## config.mk

```make
export PLATFORM = sky130hd
export DESIGN_NAME = fbc_host
export DESIGN_NICKNAME = d
export VERILOG_FILES = /design/src/fbc_pkg.sv /design/src/fbc_host.sv
export SDC_FILE = /design/constraint.sdc
export NUM_CORES = 1
export LEC_CHECK = 0
export BUFFER_PORTS_ARGS = -buffer_cell sky130_fd_sc_hd__buf_2
export CAP_MARGIN = 20
export CORE_MARGIN = 2
export CORE_UTILIZATION = 36
export CTS_BUF_LIST = sky130_fd_sc_hd__clkbuf_8
export CTS_CLUSTER_DIAMETER = 40
export DETAILED_ROUTE_END_ITERATION = 10
export GPL_TIMING_DRIVEN = 0
export PLACE_DENSITY_LB_ADDON = 0.12
export SYNTH_ARGS = -nofsm -noshare
export SYNTH_HDL_FRONTEND = slang
export SYNTH_SLANG_ARGS = --single-unit
```

## constraint.sdc

```tcl
create_clock -name clk -period 6.3 [get_ports clk]
set_input_delay 0.315 -clock clk [delete_from_list [all_inputs] [get_ports clk]]
set_output_delay 0.315 -clock clk [all_outputs]
set_load 0.005 [all_outputs]
```

## src/fbc_pkg.sv

```systemverilog
/*
  Package for the flash command host controller: command codes, unlock
  addresses, query offsets, software port map and bus timing counts.
  Assumes a 50 MHz clock and a byte-wide flash on an asynchronous bus.
*/
package fbc_pkg;

  // ****************************************************************
  // Flash command codes
  // ****************************************************************
  localparam logic [7:0] CMD_UNLOCK1 = 8'hAA;
  localparam logic [7:0] CMD_UNLOCK2 = 8'h55;
  localparam logic [7:0] CMD_RESET = 8'hF0;
  localparam logic [7:0] CMD_IDQUERY = 8'h90;
  localparam logic [7:0] CMD_REGION_IN = 8'h88;
  localparam logic [7:0] CMD_EXIT_DATA = 8'h00;
  localparam logic [7:0] CMD_PROGRAM = 8'hA0;
  localparam logic [7:0] CMD_BUF_LOAD = 8'h25;
  localparam logic [7:0] CMD_BUF_COMMIT = 8'h29;
  localparam logic [7:0] CMD_BYPASS = 8'h20;
  localparam logic [7:0] CMD_ERASE_SETUP = 8'h80;
  localparam logic [7:0] CMD_CHIP_ERASE = 8'h10;
  localparam logic [7:0] CMD_SECTOR_ERASE = 8'h30;
  localparam logic [7:0] CMD_SUSPEND = 8'hB0;
  localparam logic [7:0] CMD_RESUME = 8'h30;
  localparam logic [7:0] CMD_PARAM_QUERY = 8'h98;

  // ****************************************************************
  // Flash addresses and query offsets
  // ****************************************************************
  localparam int FA_W = 22;
  localparam logic [FA_W-1:0] ADDR_UNLOCK1 = 22'h000AAA;
  localparam logic [FA_W-1:0] ADDR_UNLOCK2 = 22'h000555;
  localparam logic [FA_W-1:0] ADDR_PARAM_QUERY = 22'h0000AA;
  localparam logic [FA_W-1:0] OFS_MAKER = 22'h000000;
  localparam logic [FA_W-1:0] OFS_DEV1 = 22'h000002;
  localparam logic [FA_W-1:0] OFS_DEV2 = 22'h00001C;
  localparam logic [FA_W-1:0] OFS_DEV3 = 22'h00001E;
  localparam logic [FA_W-1:0] OFS_GROUP_PROT = 22'h000004;
  localparam logic [FA_W-1:0] OFS_REGION_LOCK = 22'h000006;
  localparam int SECTOR_LSB = 15;
  localparam logic [FA_W-1:0] SECTOR_MASK = 22'h3F8000;
  localparam int BUF_MAX_BYTES = 32;
  localparam int BUF_MAX_CYCLES = 37;

  // Status bit positions on the data bus
  localparam int POLL_BIT = 7;
  localparam int TOGGLE_ONE_BIT = 6;
  localparam int TIMEOUT_BIT = 5;
  localparam int ERASE_TIMER_BIT = 3;
  localparam int TOGGLE_TWO_BIT = 2;

  // ****************************************************************
  // Software port map
  // ****************************************************************
  localparam logic [3:0] REG_CTRL = 4'h0;
  localparam logic [3:0] REG_ADDR = 4'h1;
  localparam logic [3:0] REG_DATA = 4'h2;
  localparam logic [3:0] REG_STATUS = 4'h3;
  localparam logic [3:0] REG_RDATA = 4'h4;
  localparam logic [3:0] REG_COUNT = 4'h5;
  localparam logic [3:0] REG_BUFWR = 4'h6;
  localparam int CTRL_OP_LSB = 0;
  localparam int CTRL_OP_W = 5;

  // ****************************************************************
  // Bus timing, in ns, and derived cycle counts at 50 MHz
  // ****************************************************************
  localparam int CLK_NS = 20;
  localparam int T_WE_PULSE_NS = 40;
  localparam int T_WE_HIGH_NS = 40;
  localparam int T_READ_NS = 100;
  localparam int WE_CYC = (T_WE_PULSE_NS + CLK_NS - 1) / CLK_NS;
  localparam int WH_CYC = (T_WE_HIGH_NS + CLK_NS - 1) / CLK_NS;
  localparam int RD_CYC = (T_READ_NS + CLK_NS - 1) / CLK_NS;
  localparam int TM_W = 4;

  // Operation codes written to the control register
  typedef enum logic [4:0] {
    FBC_OP_READ, FBC_OP_RESET, FBC_OP_ID_MAKER, FBC_OP_ID_DEVICE,
    FBC_OP_REGION_LOCK, FBC_OP_GROUP_PROT, FBC_OP_REGION_IN,
    FBC_OP_REGION_OUT, FBC_OP_PROGRAM, FBC_OP_BUF_PROGRAM,
    FBC_OP_BUF_ABORT, FBC_OP_BYPASS_IN, FBC_OP_BYPASS_PROG,
    FBC_OP_BYPASS_OUT, FBC_OP_CHIP_ERASE, FBC_OP_SECTOR_ERASE,
    FBC_OP_SUSPEND, FBC_OP_RESUME, FBC_OP_PARAM_QUERY, FBC_OP_STATUS
  } fbc_op_e;

  // Flash pin group driven by the controller
  typedef struct packed {
    logic [FA_W-1:0] addr;
    logic [7:0] dq_out;
    logic dq_oe;
    logic ce_n;
    logic we_n;
    logic oe_n;
  } fbc_pins_s;

endpackage

```

## src/fbc_host.sv

```systemverilog
/*
  Host controller that drives a byte-wide NOR flash through its command
  sequences. Software posts an operation over a simple register port;
  the controller plays the write and read cycles on the flash pins and
  reports read data, toggle status and the ready/busy pin.
  Assumes the flash pins and ready/busy are asynchronous to clk.
*/
// Functional notes
// - Unlock writes AA at AAA, 55 at 555
// - F0 returns device to read mode
// - ID query: 90 at AAA, then read
// - Device ID read at 02, 1C, 1E
// - Program: unlock, A0, data at address
// - Buffer: unlock, 25, count, address/data pairs
// - Buffered sequence at most 37 cycles
// - 29 at sector commits buffer
// - Abort recovery: unlock then F0
// - Bypass entry 20; two-cycle program inside
// - Bypass exit: 90 then 00
// - Erase: six cycles, 10 chip, 30 sector
// - B0 suspends; only during sector erase; the host sends B0 and sets suspended in any state
module fbc_host
  import fbc_pkg::*;
#(
  parameter int BUF_BYTES = BUF_MAX_BYTES
) (
  input wire logic clk,
  input wire logic reset,
  input wire logic clk_en,
  input wire logic [3:0] sw_addr,
  input wire logic [31:0] sw_wdata,
  input wire logic sw_wr,
  input wire logic sw_rd,
  output logic [31:0] sw_rdata,
  output logic [FA_W-1:0] flash_addr,
  output logic [7:0] flash_dq_out,
  output logic flash_dq_oe,
  input wire logic [7:0] flash_dq_in,
  output logic flash_ce_n,
  output logic flash_we_n,
  output logic flash_oe_n,
  input wire logic ready_busy_pin
);

  localparam int BI_W = $clog2(BUF_BYTES);
  localparam int SQ_W = 6;

  typedef enum logic [2:0] {
    FBC_ST_IDLE, FBC_ST_SETUP, FBC_ST_PULSE, FBC_ST_HOLD, FBC_ST_RDWAIT
  } fbc_state_e;

  typedef struct packed {
    fbc_state_e st;
    fbc_pins_s pins;
    logic [TM_W-1:0] tmr;
    logic [SQ_W-1:0] step;
    logic [SQ_W-1:0] last;
    fbc_op_e op;
    logic [FA_W-1:0] addr;
    logic [7:0] data;
    logic [BI_W-1:0] count;
    logic [BUF_BYTES-1:0][7:0] buf_d;
    logic [BI_W-1:0] wr_idx;
    logic [7:0] rdata;
    logic [7:0] prev_rd;
    logic toggling;
    logic busy_flag;
    logic suspended;
    logic bypass;
    logic rb_s1;
    logic rb_s2;
    logic [7:0] dq_s1;
    logic [7:0] dq_s2;
    logic [31:0] sw_rdata;
  } fbc_state_s;

  fbc_state_s q_r, q_nxt;

  // ****************************************************************
  // Sequence table: step -> address/data/read
  // ****************************************************************
  logic [FA_W-1:0] cyc_addr;
  logic [7:0] cyc_data;
  logic cyc_read;
  logic [SQ_W-1:0] bi;
  logic [FA_W-1:0] sect;

  always_comb begin
    cyc_addr = ADDR_UNLOCK1;
    cyc_data = CMD_UNLOCK1;
    cyc_read = 1'b0;
    sect = q_r.addr & SECTOR_MASK;
    bi = q_r.step - SQ_W'(4);
    if (q_r.step == SQ_W'(1)) begin
      cyc_addr = ADDR_UNLOCK2;
      cyc_data = CMD_UNLOCK2;
    end
    case (q_r.op)
      FBC_OP_READ, FBC_OP_STATUS: begin
        cyc_addr = q_r.addr;
        cyc_read = 1'b1;
      end
      FBC_OP_RESET: begin
        cyc_addr = q_r.addr;
        cyc_data = CMD_RESET;
      end
      FBC_OP_ID_MAKER, FBC_OP_ID_DEVICE, FBC_OP_REGION_LOCK,
      FBC_OP_GROUP_PROT, FBC_OP_REGION_OUT: begin
        if (q_r.step == SQ_W'(2)) begin
          cyc_data = CMD_IDQUERY;
        end else if (q_r.step >= SQ_W'(3)) begin
          cyc_read = (q_r.op != FBC_OP_REGION_OUT);
          cyc_data = CMD_EXIT_DATA;
          case (q_r.op)
            FBC_OP_ID_MAKER: cyc_addr = OFS_MAKER;
            FBC_OP_ID_DEVICE: begin
              cyc_addr = (q_r.step == SQ_W'(3)) ? OFS_DEV1 :
                (q_r.step == SQ_W'(4)) ? OFS_DEV2 : OFS_DEV3;
            end
            FBC_OP_REGION_LOCK: cyc_addr = OFS_REGION_LOCK;
            FBC_OP_GROUP_PROT: cyc_addr = sect | OFS_GROUP_PROT;
            default: cyc_addr = q_r.addr;
          endcase
        end
      end
      FBC_OP_REGION_IN: begin
        if (q_r.step == SQ_W'(2)) cyc_data = CMD_REGION_IN;
      end
      FBC_OP_PROGRAM: begin
        if (q_r.step == SQ_W'(2)) cyc_data = CMD_PROGRAM;
        if (q_r.step == SQ_W'(3)) begin
          cyc_addr = q_r.addr;
          cyc_data = q_r.data;
        end
      end
      FBC_OP_BUF_PROGRAM: begin
        if (q_r.step == SQ_W'(2)) begin
          cyc_addr = sect;
          cyc_data = CMD_BUF_LOAD;
        end else if (q_r.step == SQ_W'(3)) begin
          cyc_addr = sect;
          cyc_data = 8'(q_r.count);
        end else if (q_r.step == q_r.last) begin
          cyc_addr = sect;
          cyc_data = CMD_BUF_COMMIT;
        end else if (q_r.step >= SQ_W'(4)) begin
          cyc_addr = q_r.addr + FA_W'(bi); // same page as first
          cyc_data = q_r.buf_d[bi[BI_W-1:0]];
        end
      end
      FBC_OP_BUF_ABORT: begin
        if (q_r.step == SQ_W'(2)) cyc_data = CMD_RESET;
      end
      FBC_OP_BYPASS_IN: begin
        if (q_r.step == SQ_W'(2)) cyc_data = CMD_BYPASS;
      end
      FBC_OP_BYPASS_PROG: begin
        cyc_addr = q_r.addr;
        cyc_data = (q_r.step == SQ_W'(0)) ? CMD_PROGRAM : q_r.data;
      end
      FBC_OP_BYPASS_OUT: begin
        cyc_addr = q_r.addr;
        cyc_data = (q_r.step == SQ_W'(0)) ? CMD_IDQUERY : CMD_EXIT_DATA;
      end
      FBC_OP_CHIP_ERASE, FBC_OP_SECTOR_ERASE: begin
        case (q_r.step)
          SQ_W'(2): cyc_data = CMD_ERASE_SETUP;
          SQ_W'(4): begin
            cyc_addr = ADDR_UNLOCK2;
            cyc_data = CMD_UNLOCK2;
          end
          SQ_W'(5): begin
            if (q_r.op == FBC_OP_SECTOR_ERASE) begin
              cyc_addr = sect;
              cyc_data = CMD_SECTOR_ERASE;
            end else begin
              cyc_data = CMD_CHIP_ERASE;
            end
          end
          default: ;
        endcase
      end
      FBC_OP_SUSPEND: begin
        cyc_addr = q_r.addr;
        cyc_data = CMD_SUSPEND;
      end
      FBC_OP_RESUME: begin
        cyc_addr = q_r.addr;
        cyc_data = CMD_RESUME;
      end
      FBC_OP_PARAM_QUERY: begin
        cyc_addr = ADDR_PARAM_QUERY;
        cyc_data = CMD_PARAM_QUERY;
      end
      default: ;
    endcase
  end

  // Number of cycles in each sequence, minus one
  function automatic logic [SQ_W-1:0] seq_last(input fbc_op_e op,
      input logic [BI_W-1:0] cnt);
    case (op)
      FBC_OP_ID_MAKER, FBC_OP_REGION_LOCK, FBC_OP_GROUP_PROT,
      FBC_OP_PROGRAM, FBC_OP_REGION_OUT: seq_last = SQ_W'(3);
      FBC_OP_ID_DEVICE: seq_last = SQ_W'(5);
      FBC_OP_REGION_IN, FBC_OP_BUF_ABORT, FBC_OP_BYPASS_IN:
        seq_last = SQ_W'(2);
      FBC_OP_BYPASS_PROG, FBC_OP_BYPASS_OUT: seq_last = SQ_W'(1);
      FBC_OP_CHIP_ERASE, FBC_OP_SECTOR_ERASE: seq_last = SQ_W'(5);
      // 4 header writes, count+1 pairs, one commit; 37 cycles at most
      FBC_OP_BUF_PROGRAM: seq_last = SQ_W'(cnt) + SQ_W'(5);
      default: seq_last = SQ_W'(0);
    endcase
  endfunction

  // ****************************************************************
  // Main state update
  // ****************************************************************
  logic [7:0] rd_now;
  fbc_op_e new_op;

  always_comb begin
    q_nxt = q_r;
    rd_now = q_r.dq_s2;
    new_op = fbc_op_e'(sw_wdata[CTRL_OP_LSB +: CTRL_OP_W]);
    // Pins pass two flops before use
    q_nxt.rb_s1 = ready_busy_pin;
    q_nxt.rb_s2 = q_r.rb_s1;
    q_nxt.dq_s1 = flash_dq_in;
    q_nxt.dq_s2 = q_r.dq_s1;
    q_nxt.busy_flag = ~q_r.rb_s2;
    q_nxt.sw_rdata = 32'h0;
    if (sw_rd) begin
      case (sw_addr)
        REG_CTRL: q_nxt.sw_rdata = 32'(q_r.op);
        REG_ADDR: q_nxt.sw_rdata = 32'(q_r.addr);
        REG_DATA: q_nxt.sw_rdata = 32'(q_r.data);
        REG_STATUS: q_nxt.sw_rdata = {26'h0, q_r.bypass, q_r.suspended,
          q_r.toggling, q_r.busy_flag, 1'b0, (q_r.st != FBC_ST_IDLE)};
        REG_RDATA: q_nxt.sw_rdata = 32'(q_r.rdata);
        REG_COUNT: q_nxt.sw_rdata = 32'(q_r.count);
        default: q_nxt.sw_rdata = 32'h0;
      endcase
    end
    // Writes while a sequence runs are dropped so no cycle is torn
    if (sw_wr && q_r.st == FBC_ST_IDLE) begin
      case (sw_addr)
        REG_ADDR: q_nxt.addr = sw_wdata[FA_W-1:0];
        REG_DATA: q_nxt.data = sw_wdata[7:0];
        REG_COUNT: begin
          q_nxt.count = sw_wdata[BI_W-1:0]; // locations minus one
          q_nxt.wr_idx = '0;
        end
        REG_BUFWR: begin
          q_nxt.buf_d[q_r.wr_idx] = sw_wdata[7:0];
          q_nxt.wr_idx = q_r.wr_idx + BI_W'(1);
        end
        REG_CTRL: begin
          q_nxt.op = new_op;
          q_nxt.step = '0;
          q_nxt.last = seq_last(new_op, q_r.count);
          q_nxt.st = FBC_ST_SETUP;
        end
        default: ;
      endcase
    end
    case (q_r.st)
      FBC_ST_IDLE: ;
      FBC_ST_SETUP: begin
        q_nxt.pins.addr = cyc_addr;
        q_nxt.pins.dq_out = cyc_data;
        q_nxt.pins.dq_oe = ~cyc_read;
        q_nxt.pins.ce_n = 1'b0;
        q_nxt.pins.we_n = cyc_read; // address set on the same edge as strobe falls
        q_nxt.pins.oe_n = ~cyc_read;
        q_nxt.tmr = cyc_read ? TM_W'(RD_CYC) : TM_W'(WE_CYC);
        q_nxt.st = cyc_read ? FBC_ST_RDWAIT : FBC_ST_PULSE;
      end
      FBC_ST_PULSE: begin
        if (q_r.tmr == TM_W'(1)) begin
          q_nxt.pins.we_n = 1'b1; // data held across rising edge
          q_nxt.pins.ce_n = 1'b1;
          q_nxt.tmr = TM_W'(WH_CYC);
          q_nxt.st = FBC_ST_HOLD;
        end else begin
          q_nxt.tmr = q_r.tmr - TM_W'(1);
        end
      end
      FBC_ST_RDWAIT: begin
        if (q_r.tmr == TM_W'(1)) begin
          q_nxt.pins.oe_n = 1'b1;
          q_nxt.pins.ce_n = 1'b1;
          q_nxt.rdata = rd_now;
          q_nxt.prev_rd = rd_now;
          // Toggle one flips between reads while an operation runs
          q_nxt.toggling = rd_now[TOGGLE_ONE_BIT] ^
            q_r.prev_rd[TOGGLE_ONE_BIT];
          q_nxt.tmr = TM_W'(WH_CYC);
          q_nxt.st = FBC_ST_HOLD;
        end else begin
          q_nxt.tmr = q_r.tmr - TM_W'(1);
        end
      end
      FBC_ST_HOLD: begin
        q_nxt.pins.dq_oe = 1'b0;
        if (q_r.tmr > TM_W'(1)) begin
          q_nxt.tmr = q_r.tmr - TM_W'(1);
        end else if (q_r.step == q_r.last) begin
          q_nxt.st = FBC_ST_IDLE;
          case (q_r.op)
            FBC_OP_BYPASS_IN: q_nxt.bypass = 1'b1;
            FBC_OP_BYPASS_OUT, FBC_OP_RESET: q_nxt.bypass = 1'b0;
            FBC_OP_SUSPEND: q_nxt.suspended = 1'b1;
            FBC_OP_RESUME: q_nxt.suspended = 1'b0;
            default: ;
          endcase
        end else begin
          q_nxt.step = q_r.step + SQ_W'(1);
          q_nxt.st = FBC_ST_SETUP;
        end
      end
      default: q_nxt.st = FBC_ST_IDLE;
    endcase
  end

  always_ff @(posedge clk) begin
    if (reset) begin
      q_r <= '0;
      q_r.st <= FBC_ST_IDLE;
      q_r.pins.ce_n <= 1'b1;
      q_r.pins.we_n <= 1'b1;
      q_r.pins.oe_n <= 1'b1;
      q_r.rb_s1 <= 1'b1;
      q_r.rb_s2 <= 1'b1;
    end else if (clk_en) begin
      q_r <= q_nxt;
    end
  end

  assign sw_rdata = q_r.sw_rdata;
  assign flash_addr = q_r.pins.addr;
  assign flash_dq_out = q_r.pins.dq_out;
  assign flash_dq_oe = q_r.pins.dq_oe;
  assign flash_ce_n = q_r.pins.ce_n;
  assign flash_we_n = q_r.pins.we_n;
  assign flash_oe_n = q_r.pins.oe_n;

endmodule

```

# After elaboration in Yosys (flattened, before gate mapping)
# Cells that the tools add are included.
# word_totals
reg_bits	416
in_bits	50
output_inout_bits	66
elab_cells	238
# classes
n_addsub	6
magnitude_cmp	6
eq_ne	54
n_mux	71
n_bitwise	4
n_reduce_logical	40
# ops
cell	n
$mux W313	1
$pmux W22 S6	2
$bwmux W256	1
$mux W256	1
$mux W22	10
$mux W8	17
$pmux W8 S13	1
$pmux W22 S4	1
$eq A5 B4 Y1 const B	16
$pmux W22 S2	1
$bmux W8 S5	1
$demux W8 S5	1
$eq A5 B3 Y1 const B	8
$pmux W6 S5	1
$reduce_and A3 Y1	10
$mux W6	4
$pmux W8 S3	1
$add A22 B6 Y22	1
$eq A5 B2 Y1 const B	4
$eq A5 B5 Y1 const B	4
$mux W3	6
$mux W17	1
$eq A4 B3 Y1 const B	3
$eq A6 B2 Y1 const B	2
47 further kinds	83

# Logic depth before layout (Yosys ltp)
# Gate-level depths: netlist of run 1.
# depth
ltp_word	10
mapped_depth	14
depth_no_buf	11

# Worst setup path after synthesis of run 1
# No wires, ideal clock.
# synth_timing
path_type	register to register
from	reg q_r[379] (netlist name)
to	reg q_r (netlist bit flash_addr[20])
setup_time_ns	0.116
t_arrival_ns	3.419
required_time_ns	6.184
setup_slack_ns	2.765
stages_incl_launch_ff	15
path_buffers	3
period_less_slack_ns	3.535
path_cell_list	dfxtp_1 -> buf_4 -> buf_4 -> clkinv_1 -> ha_1 -> xnor2_1 -> inv_2 -> clkbuf_1 -> ha_1 -> nand2_1 -> a21oi_1 -> o21ai_1 -> or3_1 -> a31o_2 -> a31o_2
# synth_between
elab_chain_len	7
word_cells_on_any_way	18
classes_between	2 x add/sub; 2 x order compare; 5 x eq/ne; 9 x mux
# synth_rtl
element	line_no	rtl
from (decl)	fbc_host.sv:77	fbc_state_s q_r, q_nxt;
from (signal assigned)	fbc_host.sv:336	q_r <= q_nxt;
$sub A6 B3 Y6	fbc_host.sv:93	bi = q_r.step - SQ_W'(4);
$add A22 B6 Y22	fbc_host.sv:147	cyc_addr = q_r.addr + FA_W'(bi);
$mux W22	fbc_host.sv:146	end else if (q_r.step >= SQ_W'(4)) begin
$mux W22	fbc_host.sv:143	end else if (q_r.step == q_r.last) begin
$mux W22	fbc_host.sv:140	end else if (q_r.step == SQ_W'(3)) begin
$mux W22	fbc_host.sv:137	if (q_r.step == SQ_W'(2)) begin
$pmux W22 S6 *	fbc_host.sv:98	case (q_r.op)
# Mark *: on every way between the ends. The rest lies on a longest branch, timed or not.
# A chain may end at the register's enable or synchronous reset.

# Worst setup path in the final report of run 1
# Same ends and word-level chain as after synthesis.

==> results.md, run 1 <==
- Count of final setup violators: 0
- Initial Util: 36.5%
- Rows: 88
- Crit path max fanout: 10
- Ys Warns: 0
- Layout area overhead: 16.4%
- Final Core Density: 42.5%
- Slowest Stage Delay on Critical Path: 0.59 ns
- DIE AREA: 60600 um^2
- Cell Area, Synth: 21100 um^2
- Die X: 246 um
- Crit start category: flip-flop
- FMAX: 191 MHz
- Chip height: 246 um
- GP Congestion: 0.985
- GR Overflow Total: 0
- CP top delay family: buffers and inverters
- Compound-gate portion of the synthesized area: 24.7%
- VDD IR-drop max: 0.000174 V
- XOR/XNOR Fraction of Synth Area: 0.990%
- Post-route ant nets: 0
- Simple logic cell fraction of the synthesized area: 17.1%
- Multi-input logic area: 11400 um^2
- Antenna violations before repair: 3
- Slew headroom: 15.9%
- Total number of vias: 21349
- Routed vias/inst: 5.90
- Worst Max-Slew Pin Slew: 1.26 ns
- Top Ports: 116
- First-pass GRT wire length: 134000 um
- PwrDens: 236 nW/um^2
- RR Startpoint: q_r[379]
- CP max stage cell: xnor2_1
- Drt first pass iters: 6
- Cells after DPL: 3450
- PostCTS Resize Cnt: 0
- Total number of H-tree levels: 3
- Synth Instances: 2589
- Clock-pin slew on the worst setup and hold paths: 0.06 ns
- Setup TNS: 0 ns
- Critical setup path kind: flip-flop to flip-flop
- Largest area contributor in the netlist: dfxtp_1
- GR Util All Layers: 29.9%
- Data required, critical path: 6.85 ns
- Wire per inst: 25.4 um
- Min-delay worst type: primary input to flip-flop
- Max-cap violations: 0
- RSZ-0062 raised after global routing: no
- Crit path buffers/inverters: 5
- Total Power: 5.80 mW
- Total Wirelength: 91900 um
- Final net count: 2869
- CTS Sinks: 406
- Inserted Clock Buffers: 83
- Seq cells post-synth: 406
- Synth area leaders: dfxtp_1 (39%), a21oi_1 (8.5%), nand2_1 (7.6%), o21ai_0 (7.5%), mux4_2 (6.8%)
- Post-synth top area share: 38.5%
- Ys async rst share: 0%
- Fin. max-slew vios: 0
- Hold Startpoint: sw_addr[3]
- Combinational family with the most area after synthesis: compound AO/OA/AOI/OAI gates
- Min Tclk post-route: 5.23 ns
- Worst-skew pair later-pin latency: 0.69 ns
- Core footprint: 57800 um^2
- Adder-Cell Fraction of Synth Area: 1.46%
- Synth cell count leaders: nand2_1 (426), dfxtp_1 (406), a21oi_1 (360)
- PortBufs: 87
- Non-filler instance count after layout: 3619
- Mux cell area share after synthesis: 9.40%
- Root Driver: clkbuf_8
- Crit. Startpoint: q_r[379]
- DP HPWL: 66000 um
- Proportion of layout cells with a drive suffix above 1: 16.1%
- Worst-path cell chain: buf_4 -> buf_4 -> clkinv_1 -> ha_1 -> xnor2_1 -> inv_2 -> clkbuf_1 -> ha_1 -> nand2_1 -> a21oi_1 -> o21ai_1 -> or3_1 -> a31o_2 -> a31o_2
- Vias in the first global route: 20256
- Final worst-path cycle share: 83.0%
- Iteration-0 DRC Markers: 2168
- Layout fillers: 5962
- Syn avg cell area: 8.15 um^2
- Outcome: complete, no violations
- Yosys cell types: 107
- Final Hold Fails: 0
- Clock Skews: 0.0457 ns
- Leak pwr: 8.54 nW
- Largest net degree at the start of global routing: 12
- TritonCTS clock tree: done
- CP endpoint kind: flip-flop
- FF+latch area: 8130 um^2
- Primary FF master, synth: dfxtp_1
- CTS Buffer Depth: 3
- Count leader, synth: nand2_1
- EDFF count, synth: 0
- Seq/Total Area, Yosys: 38.5%
- DRC viols: 0
- Crit path arrival time: 5.78 ns
## metrics by stage
step                setup WS (ns)  hold slack, ns  instance area [um^2]
global placement             1.29           0.453                 22500
floorplan                    2.77           0.426                 21100
global route                0.988           0.175                 24600
finish                       1.07           0.177                 24600
CTS                          1.20           0.111                 24500
detailed placement           1.26           0.460                 22500
## worst paths after layout
path                                  endpoint  slack, ns  cells past startpoint
worst max-delay path            flash_addr[20]       1.07                     14
worst min-delay path               sw_rdata[0]       0.18                      4
worst max register to register  flash_addr[20]       1.07                     14
worst min register to register     sw_rdata[0]       0.46                      2
## worst register-to-register path, cell delays in order (launching register included)
cell and delay (ns):
dfxtp_1 0.38, buf_4 0.29, buf_4 0.36, clkinv_1 0.47
ha_1 0.48, xnor2_1 0.59, inv_2 0.08, clkbuf_1 0.31
ha_1 0.46, nand2_1 0.07, a21oi_1 0.35, o21ai_1 0.33
or3_1 0.43, a31o_2 0.26, a31o_2 0.23
## cell usage in the layout (no fill, tap or decap), types with 9 or more instances in the layout
cell type | netlist | routed
mux4_2 | 64 | 64
or2_2 | 13 | 13
a22oi_1 | 29 | 29
a31oi_1 | 21 | 21
buf_2 | 34 | 121
buf_6 | 10 | 10
xor2_1 | 9 | 9
buf_1 | 18 | 18
nor4_1 | 9 | 9
nand4_1 | 14 | 14
a21oi_1 | 360 | 360
inv_1 | 24 | 39
clkbuf_1 | 155 | 155
conb_1 | 1 | 10
dfxtp_1 | 406 | 406
ha_1 | 23 | 23
mux2i_1 | 52 | 52
and3_1 | 9 | 9
buf_4 | 74 | 74
nand2_1 | 426 | 426
xnor2_1 | 13 | 13
a32oi_1 | 12 | 12
clkbuf_8 | 3 | 105
a221oi_1 | 9 | 9
nor2_1 | 167 | 167
nor2b_1 | 9 | 9
a211oi_1 | 11 | 11
clkinv_2 | 0 | 11
o211ai_1 | 19 | 19
nor3_1 | 26 | 26
dlygate4sd3_1 | 0 | 24
nand3_1 | 45 | 45
o22ai_1 | 12 | 12
o21ai_0 | 315 | 315
nand2b_1 | 10 | 10
## what timing repair did
item,in CTS,in global routing
hold buffers,24,0
buffers inserted,0,0
setup endpoints to repair,0,0
endpoints found under the hold margin,24,0
## metal layers
layer	vias to the layer above	wire, um	global-route usage [%]
met3	216	6550	5.50
met1	10505	38300	38.3
met5	-	0	0
li1	9650	-	-
met2	978	42900	49.0
met4	0	4140	13.0
## power by group
part	leakage (nW)	switching [mW]	total [mW]	internal, mW
registers	3.27	0.00836	2.59	2.58
logic	4.31	0.182	0.246	0.0645
clock network	0.958	1.26	2.97	1.71
## cell type report
cell class	count	area share, %
diodes	2	0.0204
plain buffers	297	6.30
clock buffers	102	5.72
clock inverters	40	1.48
inverters	27	0.413
multi-input cells	1868	46.3
flip-flops and latches	406	33.1
well taps	765	3.90
repair buffers	112	2.81
## cell families (layout without fill, tap and decap cells)
group	Yosys count	count (layout)
AOI/OAI and AO/OA	895	895
and+or+nand+nor	798	798
DFF	406	406
buffers and inverters	324	578
muxes	118	118
adders and majority gates	24	24
xor gates and xnor gates	23	23
other	1	12
Power figures use the tool's default switching activity.
==> run 2: changes to the inputs <==
==> constraint.sdc (replaced) <==
create_clock -name clk -period 4.6 [get_ports clk]
set_input_delay 0.23 -clock clk [delete_from_list [all_inputs] [get_ports clk]]
set_output_delay 0.23 -clock clk [all_outputs]
set_load 0.005 [all_outputs]
==> run 2 against run 1 <==
Compared with the run above: total power grew 37%; clock-buffer cell count did not move; design area grew 0.19%; routed wire length is 0.11% higher; critical path type unchanged; sequential share of layout area decreased by 0.062 points.
==> results.md, run 2 (same netlist as run 1, synthesis figures left out) <==
- P_sw: 1.99 mW (+37%)
- Cells after DPL: 3450 (unchanged)
- CTS Buffer Depth: 3 (unchanged)
- Worst-skew pair later-pin latency: 0.69 ns (about the same)
- Antenna violations before repair: 3 (unchanged)
- Total number of H-tree levels: 3 (unchanged)
- RSZ-0062 raised after global routing: no
- Layout area overhead: 16.6%
- Leak pwr: 8.56 nW (+0.23%)
- Crit. path cell count: 15 (+1)
- CP max stage cell: ha_1
- Crit start category: flip-flop
- Proportion of layout cells with a drive suffix above 1: 16.3% (+0.20 points)
- CTS Sinks: 406 (unchanged)
- Fin. max-slew vios: 0 (unchanged)
- Switching Share: 25.1% (about the same)
- Total number of vias: 21312 (-0.17%)
- Worst Max-Slew Pin Slew: 1.20 ns (-0.0564 ns)
- PwrDens: 323 nW/um^2 (+37%)
- Total Wirelength: 92000 um (+0.11%)
- Final Hold Fails: 0 (unchanged)
- Post-route ant nets: 0 (unchanged)
- Most frequent cells in the layout: nand2_1 (426), dfxtp_1 (406), a21oi_1 (359)
- Vias in the first global route: 20277 (+0.10%)
- Top Ports: 116 (unchanged)
- CP endpoint kind: flip-flop
- Slowest Stage Delay on Critical Path: 0.47 ns (-0.12 ns)
- Combinational cell fraction of total power: 4.2% (about the same)
- Most common cell after layout, fill and taps aside: nand2_1
- Inserted Clock Buffers: 83 (unchanged)
- DIE AREA: 60600 um^2 (unchanged)
- Min-delay worst type: primary input to flip-flop
- FF+latch area: 8130 um^2 (unchanged)
- DRC viols: 0 (unchanged)
- Crit. Startpoint: q_r[379]
- Root Driver: clkbuf_8
- Crit path arrival time: 4.94 ns (-0.84 ns)
- Clock-pin slew on the worst setup and hold paths: 0.06 ns (about the same)
- RR Startpoint: q_r[379]
- Rows: 88 (unchanged)
- Multi-input logic area: 11400 um^2 (+0.23%)
- Outcome: complete, no violations
- Final worst-path cycle share: 94.6% (+12 points)
- Critical setup path kind: flip-flop to flip-flop
- Crit path buffers/inverters: 6 (+1)
- Initial Util: 36.5% (unchanged)
- Wire per inst: 25.4 um (about the same)
- Iteration-0 DRC Markers: 2096 (-3.3%)
- VDD IR-drop max: 0.000238 V (+37%)
- TritonCTS clock tree: done
- Clk pwr share: 51.2% (about the same)
- Reg2Reg Depth: 15 (+1)
- First-pass GRT wire length: 134000 um (about the same)
- Data required, critical path: 5.19 ns (-1.66 ns)
- GR Overflow Total: 0 (unchanged)
- DP HPWL: 66000 um (unchanged)
- PortBufs: 87 (unchanged)
- Min Tclk post-route: 4.35 ns (-0.879 ns)
- Worst r2r dst: flash_addr[21]
- FMAX: 230 MHz (+20%)
- Chip height: 246 um (unchanged)
- CP top delay family: buffers and inverters
- Core footprint: 57800 um^2 (unchanged)
- Routed vias/inst: 5.89 (-0.23%)
- FF-to-FF setup slack: 0.25 ns (-0.82 ns)
- Final net count: 2871 (+0.070%)
- Layout fillers: 5961 (-0.017%)
- Largest net degree at the start of global routing: 12 (unchanged)
- Max-cap violations: 0 (unchanged)
- Critical path capture point: flash_addr[21]
- Crit path max fanout: 10 (unchanged)
- Non-filler instance count after layout: 3621 (+0.055%)
- Count of final setup violators: 0 (unchanged)
- Sequential Power Share: 44.6% (about the same)
- GP Congestion: 0.985 (unchanged)
- GR Util All Layers: 29.9% (about the same)
- Die X: 246 um (unchanged)
- Top cell by count, worst path: o211ai_1
- Worst-path cell chain: buf_4 -> buf_6 -> clkinv_2 -> ha_1 -> xnor2_4 -> inv_2 -> clkbuf_1 -> ha_1 -> o211ai_1 -> o211ai_1 -> o211ai_1 -> buf_4 -> or4_1 -> a21oi_1 -> a2bb2oi_1
- Clock Skews: 0.0460 ns (+0.000364 ns)
- Drt first pass iters: 6 (unchanged)
- Int Pwr: 5.96 mW (+37%)
- Slew headroom: 19.9% (+3.9 points)
- Final Core Density: 42.6% (+0.080 points)
[run 2: cell count changes in the layout (fill, tap and decap cells not counted), sizes merged]
cell	before	now
buf	224	226
[run 2: power by group through the flow]
stage	Clock, mW	Combinational [mW]	Sequential [mW]
2_1_floorplan	0	0.174	3.61
3_3_place_gp	0	0.312	3.62
3_5_place_dp	0	0.314	3.62
4_1_cts	4.13	0.331	3.54
6_report	4.07	0.338	3.54
5_1_grt	4.28	0.356	3.54
[run 2: worst min path at each step]
stage                   startpoint  cells after the start             end
floorplan           ready_busy_pin                      2       q_nxt[48]
global placement    flash_addr[12]                      2  flash_addr[12]
detailed placement     sw_rdata[0]                      2     sw_rdata[0]
CTS                     sw_addr[3]                      4     sw_rdata[0]
global route            sw_addr[3]                      4     sw_rdata[0]
finish                  sw_addr[3]                      4     sw_rdata[0]
[run 2: routing by layer]
metal	vias up	part of all wire [%]	global-route usage, %
li1	9652	-	-
met1	10515	42	38.3
met2	926	47	49.0
met3	219	7.0	5.49
met4	0	4.4	13.2
met5	-	0	0
[run 2: per-stage QoR]
stage	worst slack (ns)	hold WS (ns)	instance area, um^2	setup TNS (ns)	power (mW)
floorplan	1.07	0.358	21100	0	3.79
global placement	-0.413	0.453	22500	-1.93	3.93
detailed placement	-0.444	0.460	22500	-2.27	3.93
CTS	0.00535	0.0264	24600	0	8.00
global route	0.0405	0.0902	24600	0	8.18
finish	0.248	0.0863	24600	0	7.95
[run 2: timing repair]
| action | in CTS | in global routing |
|---|---|---|
| hold buffers | 24 | 0 |
| buffers inserted | 0 | 2 |
| hold endpoints to repair | 25 | 0 |
| cloned | 0 | 0 |
| setup endpoints to repair | 13 | 6 |
| gates resized for setup | 3 | 3 |
[run 2: layout make-up]
class / count / area share, %
clock inverter: 40 / 1.47
antenna: 2 / 0.0203
clock buffer: 102 / 5.70
sequential: 406 / 33.0
timing repair buffer: 114 / 2.87
multi-input combinational: 1868 / 46.3
tap: 765 / 3.89
buffer: 297 / 6.30
inverter: 27 / 0.417
[run 2: tightest hold or removal path: stages]
cell,delay (ns)
buf_2,0.20
o22ai_1,0.12
nand2_1,0.10
a21oi_1,0.06
